==> src/rtl/pts_cfg.svh <==
// constants for the pci target slave port
`ifndef PTS_CFG_SVH
`define PTS_CFG_SVH
// apb register offsets (byte addresses)
`define PTS_REG_CTRL 12'h000
`define PTS_REG_STATUS 12'h004
`define PTS_REG_MEM_BAR 12'h008
`define PTS_REG_IO_BAR 12'h00c
`define PTS_REG_FLASH_BAR 12'h010
`define PTS_REG_CMD 12'h014
// command register field positions
`define PTS_CMD_PER_BIT 6
`define PTS_CMD_SERR_BIT 8
// status register field positions
`define PTS_STS_SSE_BIT 14
`define PTS_STS_DPE_BIT 15
// window sizes as address bit counts
`define PTS_MEM_WIN_BITS 12
`define PTS_IO_WIN_BITS 6
`define PTS_FLASH_WIN_BITS 17
// reset values
`define PTS_CTRL_RESET 32'h0000_0000
`define PTS_CMD_RESET 16'h0000
// flash access time in ns and derived wait clocks at 25 mhz
`define PTS_FLASH_NS 200
`define PTS_CLK_NS 40
`define PTS_FLASH_WAIT ((`PTS_FLASH_NS + `PTS_CLK_NS - 1) / `PTS_CLK_NS)
// pci bus commands
`define PTS_CMD_IO_RD 4'h2
`define PTS_CMD_IO_WR 4'h3
`define PTS_CMD_MEM_RD 4'h6
`define PTS_CMD_MEM_WR 4'h7
`define PTS_CMD_CFG_RD 4'ha
`define PTS_CMD_CFG_WR 4'hb
`define PTS_CMD_MRM 4'hc
`define PTS_CMD_MRL 4'he
`endif

==> src/rtl/pts_pkg.sv <==
// types for the pci target slave port
package pts_pkg;
    typedef enum logic [5:0] {
        PTS_IDLE = 6'b000001,
        PTS_WAIT = 6'b000010,
        PTS_DATA = 6'b000100,
        PTS_RETRY = 6'b001000,
        PTS_TURN = 6'b010000,
        PTS_BUSY = 6'b100000
    } pts_state_e;

    typedef enum logic [2:0] {
        PTS_SP_NONE = 3'h0,
        PTS_SP_REG = 3'h1,
        PTS_SP_FLASH = 3'h2,
        PTS_SP_CFG = 3'h3
    } pts_space_e;

    // pins driven by the target, each with its enable
    typedef struct packed {
        logic [31:0] ad_o;
        logic ad_oe;
        logic par_o;
        logic par_oe;
        logic devsel_n_o;
        logic trdy_n_o;
        logic stop_n_o;
        logic ctl_oe;
        logic perr_n_o;
        logic perr_oe;
        logic serr_n_o;
        logic serr_oe;
    } pts_pins_out_s;

    // user-side access towards the register window, flash and config space
    typedef struct packed {
        logic req;
        logic wr;
        pts_space_e space;
        logic [16:0] addr;
        logic [31:0] wdata;
        logic [3:0] be_n;
    } pts_access_s;
endpackage

==> src/rtl/pts_target.sv <==
// pci target slave port: register window, flash window, config retry, parity
`timescale 1ns/100ps
`include "pts_cfg.svh"
module pts_target #(
    parameter int FLASH_WAIT = `PTS_FLASH_WAIT
) (
    input wire logic clock,
    input wire logic srst,
    // pci pins, sampled through two flops
    input wire logic [31:0] ad_i,
    input wire logic [3:0] cbe_n_i,
    input wire logic par_i,
    input wire logic frame_n_i,
    input wire logic irdy_n_i,
    input wire logic idsel_i,
    output pts_pkg::pts_pins_out_s pins,
    // eeprom autoload finished
    input wire logic eeprom_done,
    // user side access port
    output pts_pkg::pts_access_s access,
    input wire logic [31:0] user_rdata,
    input wire logic flash_ready,
    // apb slave
    input wire logic psel,
    input wire logic penable,
    input wire logic pwrite,
    input wire logic [11:0] paddr,
    input wire logic [31:0] pwdata,
    output logic [31:0] prdata,
    output logic pready,
    output logic pslverr
);
    // ----------------------------------------
    // pin synchronisers
    // ----------------------------------------
    logic [31:0] ad_m_q, ad_q;
    logic [3:0] cbe_m_q, cbe_q;
    logic [3:0] ctl_m_q, ctl_q;
    logic eed_m_q, eed_q, fr_m_q, fr_q;
    logic frame_n, irdy_n, par_s, idsel;

    // two flops on every pci pin and on eeprom_done and flash_ready
    always_ff @(posedge clock) begin
        ad_m_q <= ad_i;
        ad_q <= ad_m_q;
        cbe_m_q <= cbe_n_i;
        cbe_q <= cbe_m_q;
        ctl_m_q <= {par_i, frame_n_i, irdy_n_i, idsel_i};
        ctl_q <= ctl_m_q;
        eed_m_q <= eeprom_done;
        eed_q <= eed_m_q;
        fr_m_q <= flash_ready;
        fr_q <= fr_m_q;
    end
    assign {par_s, frame_n, irdy_n, idsel} = ctl_q;

    // ----------------------------------------
    // configuration registers
    // ----------------------------------------
    logic [31:0] ctrl_q;
    logic [31:0] mem_bar_q, io_bar_q, flash_bar_q;
    logic [15:0] cmd_q;
    logic dpe_q, sse_q;
    logic dpe_set, sse_set, dpe_clr, sse_clr;
    logic apb_wr;

    assign apb_wr = psel && penable && pwrite;

    // bars for each window, masked to their size
    always_ff @(posedge clock) begin
        if (srst) begin
            mem_bar_q <= 32'h0000_0000;
            io_bar_q <= 32'h0000_0000;
            flash_bar_q <= 32'h0000_0000;
            cmd_q <= `PTS_CMD_RESET;
            ctrl_q <= `PTS_CTRL_RESET;
        end else if (apb_wr) begin
            case (paddr)
                `PTS_REG_CTRL: ctrl_q <= pwdata;
                `PTS_REG_MEM_BAR: mem_bar_q <= pwdata & ~32'h0000_0fff;
                `PTS_REG_IO_BAR: io_bar_q <= pwdata & ~32'h0000_003f;
                `PTS_REG_FLASH_BAR: flash_bar_q <= pwdata & ~32'h0001_ffff;
                `PTS_REG_CMD: cmd_q <= pwdata[15:0];
                default: ;
            endcase
        end
    end

    // write one to clear status; a set in the same cycle wins
    assign dpe_clr = apb_wr && paddr == `PTS_REG_STATUS && pwdata[`PTS_STS_DPE_BIT];
    assign sse_clr = apb_wr && paddr == `PTS_REG_STATUS && pwdata[`PTS_STS_SSE_BIT];
    always_ff @(posedge clock) begin
        if (srst) begin
            dpe_q <= 1'b0;
            sse_q <= 1'b0;
        end else begin
            if (dpe_set) begin
                dpe_q <= 1'b1;
            end else if (dpe_clr) begin
                dpe_q <= 1'b0;
            end
            if (sse_set) begin
                sse_q <= 1'b1;
            end else if (sse_clr) begin
                sse_q <= 1'b0;
            end
        end
    end

    // ----------------------------------------
    // apb read path, zero wait
    // ----------------------------------------
    logic map_ok;
    always_comb begin
        map_ok = 1'b1;
        prdata = 32'h0000_0000;
        case (paddr)
            `PTS_REG_CTRL: prdata = ctrl_q;
            `PTS_REG_STATUS: begin
                prdata[`PTS_STS_DPE_BIT] = dpe_q;
                prdata[`PTS_STS_SSE_BIT] = sse_q;
                prdata[0] = eed_q;
            end
            `PTS_REG_MEM_BAR: prdata = mem_bar_q;
            `PTS_REG_IO_BAR: prdata = io_bar_q | 32'h0000_0001;
            `PTS_REG_FLASH_BAR: prdata = flash_bar_q;
            `PTS_REG_CMD: prdata = {16'h0000, cmd_q};
            default: map_ok = 1'b0;
        endcase
    end
    assign pready = 1'b1;
    assign pslverr = psel && penable && !map_ok;

    // ----------------------------------------
    // address decode
    // ----------------------------------------
    // window hit test used by both memory windows and io
    function automatic logic win_hit(input logic [31:0] a, input logic [31:0] bar,
                                     input int bits);
        logic [31:0] m;
        m = 32'hffff_ffff << bits;
        return (a & m) == (bar & m) && bar != 32'h0000_0000;
    endfunction

    pts_pkg::pts_space_e space_dec;
    logic fr_prev_q, addr_chk_q, data_chk_q, perr_pend_q, serr_q;
    logic is_mem_cmd, is_io_cmd, is_cfg_cmd, addr_ph;
    assign addr_ph = !frame_n && fr_prev_q;
    assign is_mem_cmd = cbe_q == `PTS_CMD_MEM_RD || cbe_q == `PTS_CMD_MEM_WR ||
                        cbe_q == `PTS_CMD_MRM || cbe_q == `PTS_CMD_MRL;
    assign is_io_cmd = cbe_q == `PTS_CMD_IO_RD || cbe_q == `PTS_CMD_IO_WR;
    assign is_cfg_cmd = cbe_q == `PTS_CMD_CFG_RD || cbe_q == `PTS_CMD_CFG_WR;

    // two independent memory regions plus io and config
    always_comb begin
        space_dec = pts_pkg::PTS_SP_NONE;
        if (is_cfg_cmd && idsel) begin
            space_dec = pts_pkg::PTS_SP_CFG;
        end else if (is_mem_cmd && cmd_q[1] &&
                     win_hit(ad_q, mem_bar_q, `PTS_MEM_WIN_BITS)) begin
            space_dec = pts_pkg::PTS_SP_REG;
        end else if (is_io_cmd && cmd_q[0] &&
                     win_hit(ad_q, io_bar_q, `PTS_IO_WIN_BITS)) begin
            space_dec = pts_pkg::PTS_SP_REG;
        end else if (is_mem_cmd && cmd_q[1] &&
                     win_hit(ad_q, flash_bar_q, `PTS_FLASH_WIN_BITS)) begin
            space_dec = pts_pkg::PTS_SP_FLASH;
        end
    end

    // ----------------------------------------
    // address parity, every address phase
    // ----------------------------------------
    logic par_calc;
    pts_parity u_par (
        .ad(ad_q),
        .cbe_n(cbe_q),
        .par(par_calc)
    );

    always_ff @(posedge clock) begin
        if (srst) begin
            fr_prev_q <= 1'b1;
            addr_chk_q <= 1'b0;
        end else begin
            fr_prev_q <= frame_n;
            addr_chk_q <= addr_ph;
        end
    end

    // parity arrives one clock after the lines it covers
    logic par_bad;
    logic par_calc_q;
    always_ff @(posedge clock) begin
        if (srst) begin
            par_calc_q <= 1'b0;
        end else begin
            par_calc_q <= par_calc;
        end
    end
    assign par_bad = par_s != par_calc_q;

    // address errors set flags; serr pulse only with both enables
    logic addr_err, data_err;
    assign addr_err = addr_chk_q && par_bad;
    assign sse_set = addr_err && cmd_q[`PTS_CMD_SERR_BIT] && cmd_q[`PTS_CMD_PER_BIT];
    assign data_err = data_chk_q && par_bad;
    assign dpe_set = addr_err || data_err;

    always_ff @(posedge clock) begin
        if (srst) begin
            serr_q <= 1'b0;
        end else begin
            serr_q <= sse_set;
        end
    end

    // ----------------------------------------
    // target state machine
    // ----------------------------------------
    pts_pkg::pts_state_e st_q;
    pts_pkg::pts_space_e sp_q;
    logic wr_q;
    logic [7:0] wait_q;
    logic [31:0] rdata_q;
    logic [31:0] addr_q;
    logic oe_q, trdy_q, stop_q, devsel_q, ad_oe_q;

    always_ff @(posedge clock) begin
        if (srst) begin
            st_q <= pts_pkg::PTS_IDLE;
            sp_q <= pts_pkg::PTS_SP_NONE;
            wr_q <= 1'b0;
            wait_q <= 8'h00;
            addr_q <= 32'h0000_0000;
            oe_q <= 1'b0;
            trdy_q <= 1'b0;
            stop_q <= 1'b0;
            devsel_q <= 1'b0;
            ad_oe_q <= 1'b0;
        end else begin
            case (st_q)
                pts_pkg::PTS_IDLE: begin
                    // claim regardless of address parity result
                    if (addr_ph && space_dec != pts_pkg::PTS_SP_NONE) begin
                        sp_q <= space_dec;
                        wr_q <= cbe_q[0];
                        addr_q <= ad_q;
                        oe_q <= 1'b1;
                        devsel_q <= 1'b1;
                        ad_oe_q <= !cbe_q[0];
                        wait_q <= 8'(FLASH_WAIT);
                        if (space_dec == pts_pkg::PTS_SP_CFG && !eed_q) begin
                            st_q <= pts_pkg::PTS_RETRY;
                            stop_q <= 1'b1;
                        end else if (space_dec == pts_pkg::PTS_SP_FLASH) begin
                            st_q <= pts_pkg::PTS_WAIT;
                        end else begin
                            st_q <= pts_pkg::PTS_DATA;
                            trdy_q <= 1'b1;
                            stop_q <= 1'b1;
                        end
                    end
                end
                pts_pkg::PTS_WAIT: begin
                    // trdy held off until flash ready and wait elapsed
                    if (wait_q != 8'h00) begin
                        wait_q <= wait_q - 8'h01;
                    end else if (fr_q) begin
                        st_q <= pts_pkg::PTS_DATA;
                        trdy_q <= 1'b1;
                        stop_q <= 1'b1;
                    end
                end
                pts_pkg::PTS_DATA: begin
                    // irdy waits tolerated; one transfer then disconnect
                    if (!irdy_n) begin
                        trdy_q <= 1'b0;
                        st_q <= pts_pkg::PTS_BUSY;
                    end
                end
                pts_pkg::PTS_BUSY: begin
                    // stop stays until frame released, then turn around
                    if (frame_n) begin
                        stop_q <= 1'b0;
                        devsel_q <= 1'b0;
                        ad_oe_q <= 1'b0;
                        st_q <= pts_pkg::PTS_TURN;
                    end
                end
                pts_pkg::PTS_RETRY: begin
                    // retry: stop without trdy, no record kept
                    if (frame_n) begin
                        stop_q <= 1'b0;
                        devsel_q <= 1'b0;
                        ad_oe_q <= 1'b0;
                        st_q <= pts_pkg::PTS_TURN;
                    end
                end
                pts_pkg::PTS_TURN: begin
                    // one clock of driven high before release
                    oe_q <= 1'b0;
                    sp_q <= pts_pkg::PTS_SP_NONE;
                    st_q <= pts_pkg::PTS_IDLE;
                end
                default: st_q <= pts_pkg::PTS_IDLE;
            endcase
        end
    end

    // read data captured into a flop before it drives ad
    always_ff @(posedge clock) begin
        if (srst) begin
            rdata_q <= 32'h0000_0000;
        end else if (st_q != pts_pkg::PTS_DATA) begin
            rdata_q <= user_rdata;
        end
    end

    // data parity checked on write phases; no termination follows
    always_ff @(posedge clock) begin
        if (srst) begin
            data_chk_q <= 1'b0;
            perr_pend_q <= 1'b0;
        end else begin
            data_chk_q <= st_q == pts_pkg::PTS_DATA && wr_q && !irdy_n;
            perr_pend_q <= data_err && cmd_q[`PTS_CMD_PER_BIT];
        end
    end

    // ----------------------------------------
    // outputs
    // ----------------------------------------
    logic par_out_q, par_oe_q;
    always_ff @(posedge clock) begin
        if (srst) begin
            par_out_q <= 1'b0;
            par_oe_q <= 1'b0;
        end else begin
            par_out_q <= ^{rdata_q, cbe_q};
            par_oe_q <= ad_oe_q;
        end
    end

    assign pins.ad_o = rdata_q;
    assign pins.ad_oe = ad_oe_q;
    assign pins.par_o = par_out_q;
    assign pins.par_oe = par_oe_q;
    assign pins.devsel_n_o = !devsel_q;
    assign pins.trdy_n_o = !trdy_q;
    assign pins.stop_n_o = !stop_q;
    assign pins.ctl_oe = oe_q;
    assign pins.perr_n_o = !perr_pend_q;
    assign pins.perr_oe = perr_pend_q;
    assign pins.serr_n_o = 1'b0; // open drain low
    assign pins.serr_oe = serr_q;

    // user access request, memory registers hold contents outside
    assign access.req = st_q == pts_pkg::PTS_DATA && !irdy_n;
    assign access.wr = wr_q;
    assign access.space = sp_q;
    assign access.addr = addr_q[16:0];
    assign access.wdata = ad_q;
    assign access.be_n = cbe_q;
endmodule

==> src/rtl/pts_parity.sv <==
// even parity over address/data and command lines
`timescale 1ns/100ps
module pts_parity (
    input wire logic [31:0] ad,
    input wire logic [3:0] cbe_n,
    output logic par
);
    // pci parity makes the 37-bit group even
    assign par = ^{ad, cbe_n};
endmodule

==> config.mk <==
export PLATFORM = sky130hd
export DESIGN_NAME = pts_target
export DESIGN_NICKNAME = d
export VERILOG_FILES = /design/src/rtl/pts_pkg.sv /design/src/rtl/pts_target.sv /design/src/rtl/pts_parity.sv
export VERILOG_INCLUDE_DIRS = /design/src /design/src/rtl
export SDC_FILE = /design/constraint.sdc
export NUM_CORES = 1
export LEC_CHECK = 0
export ABC_CLOCK_PERIOD_IN_PS = 11350
export BUFFER_PORTS_ARGS = -buffer_cell sky130_fd_sc_hd__buf_2
export CAP_MARGIN = 20
export CORE_UTILIZATION = 45
export CTS_CLUSTER_DIAMETER = 50
export DETAILED_ROUTE_END_ITERATION = 12
export PLACE_DENSITY = 0.69
export REMOVE_ABC_BUFFERS = 1
export SLEW_MARGIN = 20
export SYNTH_ARGS = -nofsm -noshare
export SYNTH_HDL_FRONTEND = slang
export SYNTH_HIERARCHICAL = 1
export SYNTH_SLANG_ARGS = --single-unit
==> constraint.sdc <==
create_clock -name clock -period 11.35 [get_ports clock]
set_clock_uncertainty 0.05 [all_clocks]
set_input_delay 3.405 -clock clock [delete_from_list [all_inputs] [get_ports clock]]
set_output_delay 3.405 -clock clock [all_outputs]
set_load 0.03 [all_outputs]
-- Word level (Yosys, flattened, before mapping)
Index checks and enable logic that the tools add are counted.
- output and inout port bits: 135
- input port bits: 123
- register bits after elaboration: 275
- equality and inequality tests: 35
- reductions and logical operators: 70
- $add $sub $neg: 1
- mux-type cells: 42
- operators with widths (cell ; number):
    nonzero test 32 bit ; 3
    XOR reduction 36 bit ; 2
    case mux 16 bit (4 select lines) ; 1
    case mux 13 bit (4 select lines) ; 1
    two-way mux 6 bit ; 5
    equality test 26 bit ; 1
    logical AND 1 bit ; 26
    equality test 12 x 4 -> 1 bit (second input constant) ; 2
    equality test 12 x 5 -> 1 bit (second input constant) ; 2
    case mux 6 bit (4 select lines) ; 1
    equality test 20 bit ; 1
    equality test 4 bit (second input constant) ; 4
    two-way mux 1 bit ; 16
    two-way mux 8 bit ; 2
    case mux 8 bit (2 select lines) ; 1
    equality test 15 bit ; 1
    != test 2 bit (second input constant) ; 7
    AND reduction 2 bit ; 7
    equality test 12 x 3 -> 1 bit (second input constant) ; 1
    zero test 12 bit ; 1
    case mux 2 bit (5 select lines) ; 1
    nonzero test 2 bit ; 5
    zero test 1 bit ; 9
    nonzero test 3 bit ; 3
    29 further kinds ; 45

-- Depth between registers and ports, before layout
Gate-level depths: netlist of run 1.
- depth in word-level cells: 15
- mapped depth: 11

-- Cells and area by module
The synthesis of run 1 kept the hierarchy.
- by module, submodules not included (module ; times used ; area each (µm²) ; cells an instance ; sequential area each (µm²)):
    pts_target ; 1 ; 10747.8 ; 1188 ; 5485.3
    pts_parity ; 1 ; 311.5 ; 34 ; 0.0

-- Worst setup path after synthesis of run 1
OpenSTA, ideal clock, no wires.
- path type: input-to-output
- start point: in paddr[11]
- end point: out prdata[14]
- slack: 2695 ps
- data required time: 7895 ps
- path buffers: 2
- stages: 6
- arrival time: 5200 ps
- path through: nor4_1 nand3_1 or3_1 buf_2 buf_1 o221ai_1
- longest elaborated chain between the ends: 2
- elaborated cells between the ends (all ways): 6
- those cells by class: eq/ne (4); mux (1); reduce/logical (1)
- RTL lines (element ; RTL line ; RTL):
    from (decl) ; pts_target.sv:27 ; input wire logic [11:0] paddr,
    equality test 12 x 5 -> 1 bit, or another cell as far along ; pts_target.sv:117 ; case (paddr)
    case mux 2 bit (5 select lines) * ; pts_target.sv:117 ;
    to (decl) ; pts_target.sv:29 ; output logic [31:0] prdata,
Every way passes the cells marked *; elsewhere a longest branch is shown, timed or not.

-- Final worst setup path of run 1
- start point: in paddr[11]
- end point: out prdata[6]
- longest elaborated chain between the ends: 2
- elaborated cells between the ends (all ways): 5
- those cells by class: eq/ne (3); mux (1); reduce/logical (1)
- RTL lines (element ; RTL line):
    equality test 12 x 5 -> 1 bit, or another cell as far along ; pts_target.sv:117
    case mux 13 bit (4 select lines) * ; pts_target.sv:117
Marks and branches as above.

==> run_results.csv, run 1 <==
group,metric,value,unit
run_status,status,"finished, final reports clean",
clock_network,cts.sinks,274,
floorplanning,die_w,159,um
floorplanning,std_cell_rows,57,
routing,postRouteAntennaNets,0,
routing,routedWlPerCell,17.7,um
timing,maxClockFrequency,103,MHz
global_route,grt_pass1_wl,49300,um
logic_synthesis,ys.flop_type,"dfxtp_1",
clock_network,clk_pin_slew,0.06,ns
timing,min_period_over_period,0.859,
logic_synthesis,synth.largest_area_cell,"dfxtp_1",
worst_hold_path,hold_path_class,"register to register",
timing,finalSetupViolations,0,
layout,syn_to_final_growth,22.2,%
clock_network,postCtsSetupRepairBufs,0,
logic_synthesis,synth-edff-count,0,
layout,fill_cells,2231,
power,peakVddDrop,141,uV
routing,route.detailed.drc,0,
setup_path,crit_path_max_fanout,21,
flow_run,cap_violations,0,
logic_synthesis,yosysTopAreaCellShare,0.496,
layout,final_util,0.559,
routing,routed_wirelength,31700,um
floorplanning,die_area,25200,um^2
floorplanning,die_y,159,um
logic_synthesis,synth_warnings,6,
layout,drive_above_1_share,0.229,
setup_path,critPathKind,"input pin to primary output",
logic_synthesis,synth_cell_type_count,63,
logic_synthesis,ys_ff_latch,274,
placement,gp_congestion,0.907,
placement,portBuffers,254,
global_route,grt_pass1_vias,8877,
global_route,track_usage,0.244,
routing,viasPerCell,5.28,
clock_network,cts_hold_buf,0,
timing,finalMaxSlewViolations,0,
clock_network,cts_buffer_depth,3,
timing,relSlewSlack,0.251,
setup_path,required,7.90,ns
routing,dr.first_iter.drc_count,713,
setup_path,startpoint_type,"input pin",
power,powerDensity,163,nW/um^2
power,p_leak,5.70,nW
logic_synthesis,avgSynthCellArea,9.05,um^2
logic_synthesis,syn-cell-area,11100,um^2
routing,dr.pass1.iters,7,
clock_network,cts_root_buffer,"clkbuf_16",
logic_synthesis,ys_seq_area_frac,0.496,
global_route,antenna_found_initial,3,
clock_network,numCtsBuffers,31,
floorplanning,fp.coreArea,24200,um^2
routing,vias,9471,
placement,place_hpwl,22700,um
setup_path,cp-end-kind,"primary output",
global_route,grt_max_degree,83,
logic_synthesis,ys_top_cells_by_area,"dfxtp_1 50%, nand2_1 8.7%, a21oi_1 5.9%",
timing,tightest_slew,1.12,ns
clock_network,ctsResizeCount,0,
timing,rsz0062_at_grt,"false",
layout,nets,1576,
timing,finalHoldViolations,0,
clock_network,cts_tree,"done",
logic_synthesis,synth-async-reset-ratio,0,
logic_synthesis,netlist_instances,1222,
clock_network,h-tree-depth,1,
clock_network,clk_latency,0.55,ns
setup_path,cp.arrival,6.29,ns
timing,min_period,9.74,ns
floorplanning,start_util,0.457,
timing,finalSetupTns,0,ns
global_route,overflow,0,
floorplanning,io_pins,258,
where the power goes:
group          internal [mW]  leakage (nW)  switching (mW)
Clock                  0.593         0.507           0.391
Combinational         0.0900          2.94           0.112
Sequential             0.990          2.25          0.0272
synth_stat cells, types with 2 or more instances:
master and number:
conb_1 2, buf_6 3, nand4_1 7, dfxtp_1 274, a221o_1 18, clkbuf_1 46, mux2i_1 53, a222oi_1 6
buf_4 11, a2111oi_0 2, a211oi_1 2, ha_1 9, nor3_2 2, nor4b_4 2, nor2b_1 4, o21ai_0 8
nor3_1 19, and3_1 7, nand3_1 26, nand2_1 256, buf_1 4, o41ai_1 2, and2_1 6, xnor2_1 71
a21oi_1 131, nor2_1 81, xor2_1 64, buf_2 11, nor4_1 30, a31oi_1 2, a22o_1 6, o211ai_1 6
inv_1 21
layout by cell type (no fill, tap or decap), types with 7 or more instances in the layout:
cell,n
nor3_1,19
xor2_1,64
o21ai_0,8
nor2_1,81
buf_4,10
inv_1,21
buf_2,253
a21oi_1,131
nand2_1,256
ha_1,9
nand3_1,26
nand4_1,7
clkbuf_8,10
mux2i_1,53
clkbuf_16,31
nor4_1,30
dfxtp_1,274
xnor2_1,71
a221o_1,18
worst max-delay path, cell delays in order:
cell and delay, ns:
buf_2 0.09, nor4_1 0.26, nand3_1 0.31, or3_1 0.79, nor2_1 0.89, a222oi_1 0.21
inv_1 0.10, buf_2 0.19
flip-flops by register name, indices dropped and copies added (netlist names), 2 cells and up:
name,count
flash_bar_q,15
ad_m_q,32
st_q,6
wait_q,8
ad_q,32
sp_q,2
io_bar_q,26
ctl_m_q,4
rdata_q,32
mem_bar_q,20
cbe_q,4
cbe_m_q,4
ctl_q,4
ctrl_q,32
cmd_q,16
addr_q,17
layout make-up:
class | count | area [um^2] | share of cell area
sequential | 274 | 5490 | 0.406
tap | 324 | 405 | 0.0300
clock inverter | 10 | 101 | 0.00750
multi-input combinational | 853 | 5160 | 0.382
clock buffer | 47 | 936 | 0.0693
timing repair buffer | 263 | 1340 | 0.0993
antenna | 1 | 2.50 | 0.000185
inverter | 21 | 78.8 | 0.00583
routing by layer:
layer | track usage | part of all wire | vias up | routed length (um)
li1 | - | - | 4567 | -
met1 | 0.323 | 0.44 | 4459 | 13800
met2 | 0.397 | 0.46 | 381 | 14600
met5 | 0 | 0.00085 | - | 27
met3 | 0.0481 | 0.076 | 60 | 2390
met4 | 0.0812 | 0.027 | 4 | 867
logic make-up after synthesis:
kind of cell,share of synthesized area
buffers and inverters,0.0396
AOI/OAI and AO/OA,0.110
muxes,0.0510
DFF,0.496
and+or+nand+nor,0.183
adders and majority gates,0.0102
other,0.000679
xor gates and xnor gates,0.109
worst paths after layout:
check,from,end,slack (ns),depth (start not counted)
max,paddr[11],prdata[6],1.61,8
max reg2reg,cbe_q[0],sp_q[0],7.48,9
min,cbe_m_q[2],cbe_q[2],0.27,0
min reg2reg,cbe_m_q[2],cbe_q[2],0.27,0
stage by stage:
| stage | cells | total power, mW | area [um^2] | setup WS, ns | hold slack, ns |
|---|---|---|---|---|---|
| 2_1_floorplan | 1148 | 1.16 | 10700 | 0.766 | 0.260 |
| 3_3_place_gp | 1735 | 1.24 | 12500 | 1.73 | 0.260 |
| 3_5_place_dp | 1735 | 1.24 | 12500 | 1.60 | 0.262 |
| 4_1_cts | 1792 | 2.22 | 13500 | 1.58 | 0.272 |
| 5_1_grt | 1793 | 2.28 | 13500 | 1.35 | 0.277 |
| 6_report | 1793 | 2.20 | 13500 | 1.61 | 0.273 |
No activity file was read; power rests on OpenSTA's default activity.
==> run 2: changes to the inputs <==
CELL_PAD_IN_SITES_DETAIL_PLACEMENT = 1   (was default)
CELL_PAD_IN_SITES_GLOBAL_PLACEMENT = 1   (was default)
CORE_UTILIZATION = 43   (was 45)
CTS_CLUSTER_SIZE = 25   (was default)
PLACE_DENSITY = default   (was 0.69)
PLACE_DENSITY_LB_ADDON = 0.1   (was default)
SLEW_MARGIN = 30   (was 20)
==> run_results.csv, run 2 (synthesis results as in run 1) <==
group,metric,value,unit
worst_hold_path,hold_path_class,"register to register",
clock_network,numCtsBuffers,30,
placement,gp_congestion,0.861,
flow_run,cap_violations,0,
power,peakVddDrop,118,uV
routing,dr.pass1.iters,5,
floorplanning,std_cell_rows,58,
global_route,grt_pass1_wl,54800,um
clock_network,h-tree-depth,1,
routing,met2WireLength,16900,um
timing,setup_ws,1.96,ns
setup_path,cp-end-kind,"primary output",
global_route,grt_pass1_vias,9806,
setup_path,required,7.90,ns
routing,vias,9648,
routing,route.detailed.drc,0,
floorplanning,fp.coreArea,25200,um^2
global_route,grt_max_degree,85,
floorplanning,die_y,162,um
setup_path,cp.arrival,5.94,ns
floorplanning,die_w,162,um
setup_path,crit_path_max_fanout,21,
clock_network,cts_hold_buf,0,
layout,drive_above_1_share,0.236,
layout,nets,1578,
placement,place_hpwl,25400,um
clock_network,clk_latency,0.57,ns
floorplanning,start_util,0.439,
layout,fill_cells,3034,
timing,min_period,9.39,ns
timing,holdWs,0.272,ns
setup_path,startpoint_type,"input pin",
timing,finalHoldViolations,0,
layout,layout_commonest_cell,"dfxtp_1",
clock_network,cts_root_buffer,"clkbuf_16",
timing,rsz0062_at_grt,"false",
setup_path,critPathKind,"input pin to primary output",
timing,finalMaxSlewViolations,0,
routing,postRouteAntennaNets,0,
routing,drt-met1-wl,15700,um
clock_network,cts_tree,"done",
clock_network,cts.sinks,274,
layout,layout.cells.most_common_list,"274 x dfxtp_1, 255 x nand2_1, 253 x buf_2, 131 x a21oi_1, 80 x nor2_1",
layout,stdcell_count,1802,
routing,routed_wirelength,35600,um
layout,final_util,0.541,
routing,top_layer,"met5",
placement,pre_cts_ws,1.57,ns
layout,syn_to_final_growth,23.1,%
timing,tightest_slew,0.989,ns
timing,finalSetupViolations,0,
clock_network,postCtsSetupRepairBufs,0,
routing,dr.first_iter.drc_count,574,
timing,finalSetupTns,0,ns
clock_network,clk_pin_slew,0.07,ns
placement,portBuffers,254,
global_route,antenna_found_initial,2,
run_status,status,"finished, final reports clean",
routing,routedWlPerCell,19.7,um
placement,dp.cells,1744,
floorplanning,io_pins,258,
floorplanning,die_area,26400,um^2
clock_network,ctsResizeCount,0,
timing,relSlewSlack,0.339,
power,p_leak,5.74,nW
global_route,track_usage,0.267,
routing,met3WireLength,2160,um
global_route,overflow,0,
power,powerDensity,166,nW/um^2
timing,maxClockFrequency,106,MHz
routing,viasPerCell,5.35,
clock_network,cts_buffer_depth,3,
timing,min_period_over_period,0.827,
-- run 2: path summary, 6_finish.rpt --
check	from	end	slack (ns)	cells after the start
setup / recovery	paddr[11]	prdata[8]	1.96	8
hold / removal	ad_m_q[16]	ad_q[16]	0.27	0
setup reg to reg	cbe_q[0]	sp_q[0]	8.10	9
hold reg to reg	ad_m_q[16]	ad_q[16]	0.27	0
-- run 2: layout make-up --
class                   count  area (um^2)  area share
flip-flops and latches    274         5490       0.403
multi-input cells         853         5170       0.380
repair buffers            266         1360       0.100
clock buffers              32          779      0.0573
well taps                 330          413      0.0303
clock inverters            24          317      0.0233
inverters                  21         78.8     0.00579
diodes                      2         5.00    0.000368
-- run 2: report_power, final --
group	total [mW]	leakage (nW)	internal, mW	switching, mW
registers	1.02	2.25	0.988	0.0273
clock network	1.04	0.533	0.560	0.479
logic	0.208	2.96	0.0902	0.118
-- run 2: per-stage QoR --
| step | cell area, um^2 | power, mW |
|---|---|---|
| 2_1_floorplan | 10700 | 1.16 |
| 3_3_place_gp | 12500 | 1.24 |
| 3_5_place_dp | 12500 | 1.25 |
| 4_1_cts | 13600 | 2.28 |
| 5_1_grt | 13600 | 2.34 |
| 6_report | 13600 | 2.26 |
-- run 2: critical path, cell delays in order --
cell,delay (ns)
buf_2,0.10
nor4_1,0.26
nand3_1,0.34
or3_2,0.81
nor2_2,0.57
a222oi_1,0.15
inv_1,0.10
buf_2,0.19
-- run 2: routing by layer --
metal / GRT usage / vias up
met5: 0 / -
met1: 0.352 / 4688
met4: 0.0780 / 2
li1: - / 4583
met2: 0.447 / 318
met3: 0.0433 / 57
